`src/asm_pkg.sv`:
```
package asm_pkg;
  localparam logic [5:0]  ASM_ADDR_STATUS   = 6'h01;
  localparam logic [5:0]  ASM_ADDR_MODE     = 6'h02;
  localparam logic [15:0] ASM_STATUS_RESET  = 16'h0500;
  localparam logic [15:0] ASM_MODE_RESET    = 16'h0510;
  // writable mode bits; reserved 15:14 and 7:5 stay zero
  localparam logic [15:0] ASM_MODE_WMASK    = 16'h3F1F;
  localparam int          ASM_B_LOCK        = 15;
  localparam int          ASM_B_RESYNC      = 14;
  localparam int          ASM_B_REGMAP      = 13;
  localparam int          ASM_B_CRCERR      = 12;
  localparam int          ASM_B_CRCTYPE     = 11;
  localparam int          ASM_B_RSTFLAG     = 10;
  localparam int          ASM_B_WLEN_HI     = 9;
  localparam int          ASM_B_WLEN_LO     = 8;
  localparam int          ASM_B_REGCRC_EN   = 13;
  localparam int          ASM_B_RXCRC_EN    = 12;
  localparam int          ASM_B_TIMEOUT     = 4;
  localparam int          ASM_B_SEL_HI      = 3;
  localparam int          ASM_B_SEL_LO      = 2;
  localparam int          ASM_B_FLOAT       = 1;
  localparam int          ASM_B_PULSE       = 0;
  localparam logic [1:0]  ASM_SEL_LAG       = 2'h0;
  localparam logic [1:0]  ASM_SEL_OR        = 2'h1;
  localparam int          ASM_NCH           = 3;
  localparam int          ASM_PULSE_NS      = 40;
  localparam int          ASM_CLK_NS        = 10;
  localparam int          ASM_PULSE_CYC     = (ASM_PULSE_NS + ASM_CLK_NS - 1)
                                              / ASM_CLK_NS;
endpackage

```
`src/asm_status_mode.sv`:
```
`timescale 1ns/10ps
// Summary of operation
// - status bit 15 shows interface lock
// - bit 14 set on every resync
// - bit 13 set when register checksum changes
// - bit 12 set on input checksum error
// - mode bit 11 picks checksum type, mirrored
// - reset flag set at reset, host clears
// - mode bits 9:8 select data word size
// - status 9:8 mirror word size
// - per-channel new-data flags at bits 2:0
// - register checksum only when mode bit 13
// - input checksum check only when bit 12
// - mode bits 3:2 pick ready-pin source
// - mode bit 1 floats idle ready pin
// - mode bit 0 selects low pulse format
module asm_status_mode
  import asm_pkg::*;
#(
  parameter int NCH = ASM_NCH
) (
  // clock and reset
  input  wire logic              clk_i,
  input  wire logic              rstn_i,
  // register access port
  input  wire logic              reg_wr_i,
  input  wire logic              reg_rd_i,
  input  wire logic [5:0]        reg_addr_i,
  input  wire logic [15:0]       reg_wdata_i,
  output logic      [15:0]       reg_rdata_o,
  // core events and state, asynchronous to clk_i
  input  wire logic              lock_i,
  input  wire logic              resync_i,
  input  wire logic              regmap_crc_changed_i,
  input  wire logic              rx_crc_err_i,
  input  wire logic [NCH-1:0]    ch_new_i,
  input  wire logic [NCH-1:0]    ch_en_i,
  // mode controls to the core
  output logic                   regmap_crc_en_o,
  output logic                   rx_crc_check_en_o,
  output logic                   crc_type_o,
  output logic [1:0]             word_size_select_o,
  output logic                   timeout_en_o,
  // sample ready pin
  output logic                   sample_ready_pin_o,
  output logic                   sample_ready_pin_oe_o
);

  localparam int NIN = NCH + 4;

  logic [NIN-1:0] in_meta;
  logic [NIN-1:0] in_sync;
  logic [NIN-1:0] in_prev;
  logic [15:0]    mode;
  logic           resynced_flag;
  logic           regmap_flag;
  logic           crc_err_flag;
  logic           rst_flag;
  logic [NCH-1:0] ch_new_sample_flag;
  logic [7:0]     pulse_cnt;
  logic           pin_low;
  logic           ready_src;
  logic           ready_prev;
  logic [NCH-1:0] en_new;
  logic [NCH-1:0] ch_pend;
  logic [15:0]    status_word;

  // two-stage synchronisers; first stage only feeds the second
  always_ff @(posedge clk_i or negedge rstn_i) begin
    if (!rstn_i) begin
      in_meta <= '0;
      in_sync <= '0;
      in_prev <= '0;
    end else begin
      in_meta <= {ch_new_i, lock_i, resync_i, regmap_crc_changed_i,
                  rx_crc_err_i};
      in_sync <= in_meta;
      in_prev <= in_sync;
    end
  end

  wire logic           s_lock   = in_sync[3];
  wire logic           e_resync = in_sync[2] & ~in_prev[2];
  wire logic           e_regmap = in_sync[1] & ~in_prev[1];
  wire logic           e_crcerr = in_sync[0] & ~in_prev[0];
  wire logic [NCH-1:0] e_new    = in_sync[NIN-1:4] & ~in_prev[NIN-1:4];
  wire logic           wr_mode  = reg_wr_i && reg_addr_i == ASM_ADDR_MODE;
  wire logic           rd_stat  = reg_rd_i && reg_addr_i == ASM_ADDR_STATUS;

  // mode register; reserved bits forced low
  always_ff @(posedge clk_i or negedge rstn_i) begin
    if (!rstn_i) begin
      mode <= ASM_MODE_RESET;
    end else if (wr_mode) begin
      mode <= reg_wdata_i & ASM_MODE_WMASK;
    end
  end

  // sticky event flags cleared by a status read; set wins over clear
  always_ff @(posedge clk_i or negedge rstn_i) begin
    if (!rstn_i) begin
      resynced_flag <= 1'b0;
      regmap_flag   <= 1'b0;
      crc_err_flag  <= 1'b0;
    end else begin
      resynced_flag <= e_resync | (resynced_flag & ~rd_stat);
      regmap_flag   <= (e_regmap & mode[ASM_B_REGCRC_EN])
                       | (regmap_flag & ~rd_stat);
      crc_err_flag  <= (e_crcerr & mode[ASM_B_RXCRC_EN])
                       | (crc_err_flag & ~rd_stat);
    end
  end

  // reset flag: only a mode write with bit 10 low clears it
  always_ff @(posedge clk_i or negedge rstn_i) begin
    if (!rstn_i) begin
      rst_flag <= 1'b1;
    end else if (wr_mode && !reg_wdata_i[ASM_B_RSTFLAG]) begin
      rst_flag <= 1'b0;
    end
  end

  // per-channel new-data flags, cleared when status is read
  genvar g;
  generate
    for (g = 0; g < NCH; g++) begin : g_ch
      always_ff @(posedge clk_i or negedge rstn_i) begin
        if (!rstn_i) begin
          ch_new_sample_flag[g] <= 1'b0;
        end else begin
          ch_new_sample_flag[g] <= e_new[g]
                                   | (ch_new_sample_flag[g] & ~rd_stat);
        end
      end
    end
  endgenerate

  always_comb begin
    status_word = '0;
    status_word[ASM_B_LOCK]    = s_lock;
    status_word[ASM_B_RESYNC]  = resynced_flag;
    status_word[ASM_B_REGMAP]  = regmap_flag;
    status_word[ASM_B_CRCERR]  = crc_err_flag;
    status_word[ASM_B_CRCTYPE] = mode[ASM_B_CRCTYPE];
    status_word[ASM_B_RSTFLAG] = rst_flag;
    status_word[ASM_B_WLEN_HI:ASM_B_WLEN_LO] =
      mode[ASM_B_WLEN_HI:ASM_B_WLEN_LO];
    status_word[NCH-1:0] = ch_new_sample_flag;
  end

  // read data registered; unmapped addresses read zero
  always_ff @(posedge clk_i or negedge rstn_i) begin
    if (!rstn_i) begin
      reg_rdata_o <= '0;
    end else if (reg_rd_i) begin
      unique case (reg_addr_i)
        ASM_ADDR_STATUS: reg_rdata_o <= status_word;
        ASM_ADDR_MODE:   reg_rdata_o <= mode;
        default:         reg_rdata_o <= '0;
      endcase
    end
  end

  always_ff @(posedge clk_i or negedge rstn_i) begin
    if (!rstn_i) begin
      regmap_crc_en_o    <= 1'b0;
      rx_crc_check_en_o  <= 1'b0;
      crc_type_o         <= 1'b0;
      word_size_select_o <= ASM_MODE_RESET[ASM_B_WLEN_HI:ASM_B_WLEN_LO];
      timeout_en_o       <= ASM_MODE_RESET[ASM_B_TIMEOUT];
    end else begin
      regmap_crc_en_o    <= mode[ASM_B_REGCRC_EN];
      rx_crc_check_en_o  <= mode[ASM_B_RXCRC_EN];
      crc_type_o         <= mode[ASM_B_CRCTYPE];
      word_size_select_o <= mode[ASM_B_WLEN_HI:ASM_B_WLEN_LO];
      timeout_en_o       <= mode[ASM_B_TIMEOUT];
    end
  end

  // ready source; lagging = all enabled pending, leading = any new
  assign en_new  = e_new & ch_en_i;
  assign ch_pend = ch_new_sample_flag & ch_en_i;
  always_comb begin
    unique case (mode[ASM_B_SEL_HI:ASM_B_SEL_LO])
      ASM_SEL_LAG: ready_src = (ch_pend | en_new) == ch_en_i &&
                               ch_en_i != '0;
      ASM_SEL_OR:  ready_src = |(ch_pend | en_new);
      default:     ready_src = |en_new;
    endcase
  end

  // pin: low while ready (level) or fixed pulse; idle high or float
  always_ff @(posedge clk_i or negedge rstn_i) begin
    if (!rstn_i) begin
      ready_prev <= 1'b0;
      pulse_cnt  <= '0;
      pin_low    <= 1'b0;
    end else begin
      ready_prev <= ready_src;
      if (mode[ASM_B_PULSE]) begin
        if (ready_src && !ready_prev) begin
          pulse_cnt <= 8'(ASM_PULSE_CYC);
          pin_low   <= 1'b1;
        end else if (pulse_cnt > 8'h01) begin
          pulse_cnt <= pulse_cnt - 8'h01;
        end else begin
          pulse_cnt <= '0;
          pin_low   <= 1'b0;
        end
      end else begin
        pulse_cnt <= '0;
        pin_low   <= ready_src;
      end
    end
  end

  always_ff @(posedge clk_i or negedge rstn_i) begin
    if (!rstn_i) begin
      sample_ready_pin_oe_o <= 1'b0;
    end else begin
      sample_ready_pin_oe_o <= pin_low | ~mode[ASM_B_FLOAT];
    end
  end

  // driven high when idle so a non-floating pin never idles low
  always_ff @(posedge clk_i or negedge rstn_i) begin
    if (!rstn_i) begin
      sample_ready_pin_o <= 1'b1;
    end else begin
      sample_ready_pin_o <= ~pin_low;
    end
  end

  property p_rstflag;
    @(posedge clk_i) disable iff (!rstn_i)
      (wr_mode && !reg_wdata_i[ASM_B_RSTFLAG]) |=> !rst_flag;
  endproperty
  a_rstflag: assert property (p_rstflag) else $error("rst flag kept");

  property p_resync;
    @(posedge clk_i) disable iff (!rstn_i)
      e_resync |=> resynced_flag;
  endproperty
  a_resync: assert property (p_resync) else $error("resync lost");

  property p_crcerr;
    @(posedge clk_i) disable iff (!rstn_i)
      (e_crcerr && !mode[ASM_B_RXCRC_EN] && !crc_err_flag) |=> !crc_err_flag;
  endproperty
  a_crcerr: assert property (p_crcerr) else $error("crc err gated");

  property p_regmap;
    @(posedge clk_i) disable iff (!rstn_i)
      (e_regmap && mode[ASM_B_REGCRC_EN]) |=> regmap_flag;
  endproperty
  a_regmap: assert property (p_regmap) else $error("regmap lost");

  property p_wlen;
    @(posedge clk_i) disable iff (!rstn_i)
      wr_mode |=> ##1 word_size_select_o ==
        $past(reg_wdata_i[ASM_B_WLEN_HI:ASM_B_WLEN_LO], 2);
  endproperty
  a_wlen: assert property (p_wlen) else $error("word size wrong");

  property p_float;
    @(posedge clk_i) disable iff (!rstn_i)
      (mode[ASM_B_FLOAT] && !pin_low) |=> !sample_ready_pin_oe_o;
  endproperty
  a_float: assert property (p_float) else $error("pin not floated");

  property p_pulse;
    @(posedge clk_i) disable iff (!rstn_i)
      (mode[ASM_B_PULSE] && ready_src && !ready_prev) |=> pin_low;
  endproperty
  a_pulse: assert property (p_pulse) else $error("no pulse");

  property p_lock;
    @(posedge clk_i) disable iff (!rstn_i)
      (rd_stat && reg_addr_i == ASM_ADDR_STATUS) |=>
        reg_rdata_o[ASM_B_LOCK] == $past(in_sync[3]);
  endproperty
  a_lock: assert property (p_lock) else $error("lock bit wrong");

  property p_idle_high;
    @(posedge clk_i) disable iff (!rstn_i)
      (!mode[ASM_B_FLOAT] && !pin_low) |=>
        (sample_ready_pin_oe_o && sample_ready_pin_o);
  endproperty
  a_idle_high: assert property (p_idle_high) else $error("idle pin");

  property p_drive_low;
    @(posedge clk_i) disable iff (!rstn_i)
      pin_low |=> (sample_ready_pin_oe_o && !sample_ready_pin_o);
  endproperty
  a_drive_low: assert property (p_drive_low) else $error("not low");

  property p_newflag;
    @(posedge clk_i) disable iff (!rstn_i)
      (e_new != '0) |=> ((ch_new_sample_flag & $past(e_new)) == $past(e_new));
  endproperty
  a_newflag: assert property (p_newflag) else $error("flag lost");

  property p_rdclr;
    @(posedge clk_i) disable iff (!rstn_i)
      (rd_stat && !e_resync) |=> !resynced_flag;
  endproperty
  a_rdclr: assert property (p_rdclr) else $error("flag kept");

  property p_lag;
    @(posedge clk_i) disable iff (!rstn_i)
      (mode[ASM_B_SEL_HI:ASM_B_SEL_LO] == ASM_SEL_LAG &&
       (ch_pend | en_new) != ch_en_i) |-> !ready_src;
  endproperty
  a_lag: assert property (p_lag) else $error("early ready");

endmodule

```
`config.mk`:
```
export PLATFORM = sky130hd
export DESIGN_NAME = asm_status_mode
export DESIGN_NICKNAME = d
export VERILOG_FILES = /design/src/asm_pkg.sv /design/src/asm_status_mode.sv
export SDC_FILE = /design/constraint.sdc
export NUM_CORES = 1
export LEC_CHECK = 0
export ABC_AREA = 1
export BUFFER_PORTS_ARGS = -buffer_cell sky130_fd_sc_hd__buf_2
export CORE_MARGIN = 2
export CORE_UTILIZATION = 53
export DETAILED_ROUTE_END_ITERATION = 10
export PLACE_DENSITY = 0.76
export SLEW_MARGIN = 20
export SYNTH_ARGS = -nofsm -noshare
export SYNTH_HDL_FRONTEND = slang
export SYNTH_SLANG_ARGS = --single-unit
```
`constraint.sdc`:
```
create_clock -name clk_i -period 2.8 [get_ports clk_i]
set_input_delay 0.28 -clock clk_i [delete_from_list [all_inputs] [get_ports clk_i]]
set_output_delay 0.28 -clock clk_i [all_outputs]
set_load 0.01 [all_outputs]
```
==> out/qor.txt <==
Tmin final: 1.45 ns
Antenna Violating Nets Remaining: 0
syn avg cell area: 10.6 sq um
Slew Viols, Final: 0
Setup crit end kind: flip-flop
Synth Area in Compound Gates: 6.66%
DRT iter0 DRCs: 92
Area growth syn-to-layout: 19.5%
met1 GRT Util: 22.6%
Rows: 25
most frequent cells in the layout: dfrtp_1 (62), nand2_1 (60), buf_2 (51)
post-DP HPWL: 3.22 mm
core area: 0.00472 sq mm
Slowest-stage cell, CP: dfrtp_1
Pwr Density: 753 mW/mm^2
part of the power in the clock network: 32.1%
Comb power frac: 16.2%
worst-path cell chain: inv_1, ha_1, o21ai_0, nor3_1, nor2_1, nand2_1, nor2_1
total gr overflow: 0
final WL: 4.53 mm
Syn Inst Count: 247
first-pass GRT wire length: 7.35 mm
Setup Fix Bufs, Post-CTS: 0
die width: 74.2 um
crit path max fanout: 7
total power: 0.00235 W
largest area contributor in the netlist: dfrtp_1
RSZ-0062 raised after global routing: no
commonest non-fill, non-tap cell in the layout: dfrtp_1
top cells by area, synth: dfrtp_1 (59%), nand2_1 (8.6%), dfstp_2 (7.0%)
largest family of logic cells by synthesized area: simple AND/OR/NAND/NOR gates
Worst EP arrival: 1.71 ns
layout cells sized above 1: 26.8%
port bufs: 51
Leak: 1.66 nW
CP Class: flip-flop to flip-flop
vias in the first global route: 1692
post-synthesis mux area share: 0%
hold path cells: 1
Fmax: 691 MHz
clk_skew: 0.00472 ns
Sw Pwr: 0.000638 W
initial antenna violation count: 0
vias post-DR: 1762
CTS tree: built
Final GP Congestion: 0.794
Ys Warns: 0
CTS Root Buffer Type: clkbuf_8
number of fill cells in the layout: 364
Skew-Pair Late Insertion Delay: 0.34 ns
Final Hold Fails: 0
Seq cells post-synth: 69
busiest grt layer: met2
clk buf depth: 2
Top-Level Pins: 60
Avg WL per Cell: 11.9 um
post-synthesis sequential area ratio: 66.5%
CP Depth: 7
Diodes inserted: 0
met2 Use GR: 29.8%
synthesized area: 0.00261 sq mm
Max VDD drop: 480 uV
max cap viols: 0
CTS clk-pin slew, worst paths: 0.07 ns
r2r worst-path depth: 7
critical path's most frequent cell: nor2_1
H-tree levels: 3
run status: finished clean
Top delay family on crit path: simple AND/OR/NAND/NOR gates
min-delay worst type: primary input to flip-flop
CTS-repair resized insts: 0
effective utilization at floorplan: 55.3%
nets: 347
area of the die: 0.00550 sq mm
gr usage total: 18.9%
Vias per Instance: 4.62
Required @ worst endpoint: 3.06 ns
largest net degree at the start of global routing: 28
Synth Area in Adders: 0.958%
fin crit share: 51.7%
DRC Markers: 0
CP startpoint kind: flip-flop
Sw Ratio: 27.2%
met3 GRT Util: 5.69%
Cell variety after synth: 32
Setup TNS: 0 ns
count of final setup violators: 0
die height: 74.2 um
Pre-antenna DRT Iters: 4
CTS sink cnt: 69
xor/xnor share of the synthesized area: 2.01%
Hold-fix buffers, CTS: 1
internal power: 0.00171 W
Inserted Clock Buffers: 9
sequential share of power: 51.7%
Buf+Inv Stages, Crit Path: 1
Yosys top cell area share: 59.4%
Slowest Stage Delay on Critical Path: 0.39 ns
Post-Synth Simple-Gate Area: 16.8%
==> cells by family (layout without fill, tap and decap cells) <==
family | after synthesis | count (layout)
adder cells (fa/ha/maj) | 2 | 2
other | 1 | 3
XOR/XNOR | 6 | 6
AO/OA/AOI/OAI | 29 | 29
flip-flops | 69 | 69
AND/OR/NAND/NOR | 100 | 100
buffers and inverters | 40 | 105
==> per-stage QoR <==
stage               hold WS, ns  cell area, sq um  util, %  setup slack (ns)  cells
finish                   0.0448              3120     66.1              1.35    381
global route             0.0230              3120     66.1              1.17    381
CTS                      0.0245              3120     66.1              1.33    381
detailed placement        0.232              2930     62.0              1.32    364
global placement          0.232              2930     62.0              1.33    364
floorplan               -0.0156              2620        -              1.56    249
==> power by group through the flow <==
stage | sequential, W | combinational, W | clock (W)
global route | 0.00123 | 0.000448 | 0.000809
floorplan | 0.00123 | 0.000259 | 0
detailed placement | 0.00123 | 0.000388 | 0
finish | 0.00121 | 0.000381 | 0.000754
global placement | 0.00123 | 0.000370 | 0
CTS | 0.00121 | 0.000390 | 0.000777
==> worst paths after layout <==
path	startpoint	endpoint	slack [ns]
min	ch_new_i[1]	in_meta[5]	0.04
max	pulse_cnt[0]	pulse_cnt[5]	1.35
max in group asynchronous	rstn_i	sample_ready_pin_o	1.69
min reg2reg	in_meta[2]	in_sync[2]	0.35
max reg2reg	pulse_cnt[0]	pulse_cnt[5]	1.35
min in group asynchronous	rstn_i	reg_rdata_o[14]	0.41
==> cell type report <==
type	count	area [sq um]	area share, %
tap	67	83.8	2.69
multi-input combinational	140	701	22.5
sequential	69	1740	55.6
timing repair buffer	54	280	8.98
clock buffer	11	131	4.21
clock inverter	5	52.6	1.68
inverter	35	136	4.37
==> layer usage <==
| metal | vias to the layer above | wire length [um] |
|---|---|---|
| met5 | - | 0 |
| met4 | 0 | 113 |
| met3 | 10 | 222 |
| met2 | 47 | 2160 |
| met1 | 810 | 2030 |
| li1 | 895 | - |
==> state kept, by name, summed over array words and instances (netlist names), 2 cells and up <==
register	cells
reg_rdata_o	13
mode	11
pulse_cnt	8
in_meta	7
in_sync	7
in_prev	6
ch_new_sample_flag	3
word_size_select_o	2
==> synth_stat cells <==
| master | count |
|---|---|
| o211ai_1 | 5 |
| conb_1 | 1 |
| nand3_1 | 13 |
| clkbuf_1 | 1 |
| nor2_4 | 1 |
| nand3_2 | 1 |
| nor3_1 | 2 |
| buf_4 | 3 |
| nor2_1 | 16 |
| inv_6 | 1 |
| inv_1 | 32 |
| a32o_1 | 1 |
| xor2_1 | 3 |
| nand2_1 | 60 |
| nand2_4 | 1 |
| dfrtp_1 | 62 |
| or2_1 | 1 |
| nand3b_1 | 1 |
| ha_1 | 2 |
| a22o_1 | 2 |
| buf_12 | 1 |
| o22ai_1 | 1 |
| o21ai_0 | 17 |
| a22oi_1 | 1 |
| inv_2 | 2 |
| or2_2 | 2 |
| a21oi_1 | 1 |
| dfstp_2 | 7 |
| nor2_2 | 1 |
| xnor2_1 | 3 |
| nand4_2 | 1 |
| o21ai_1 | 1 |
Power figures use the tool's default switching activity.
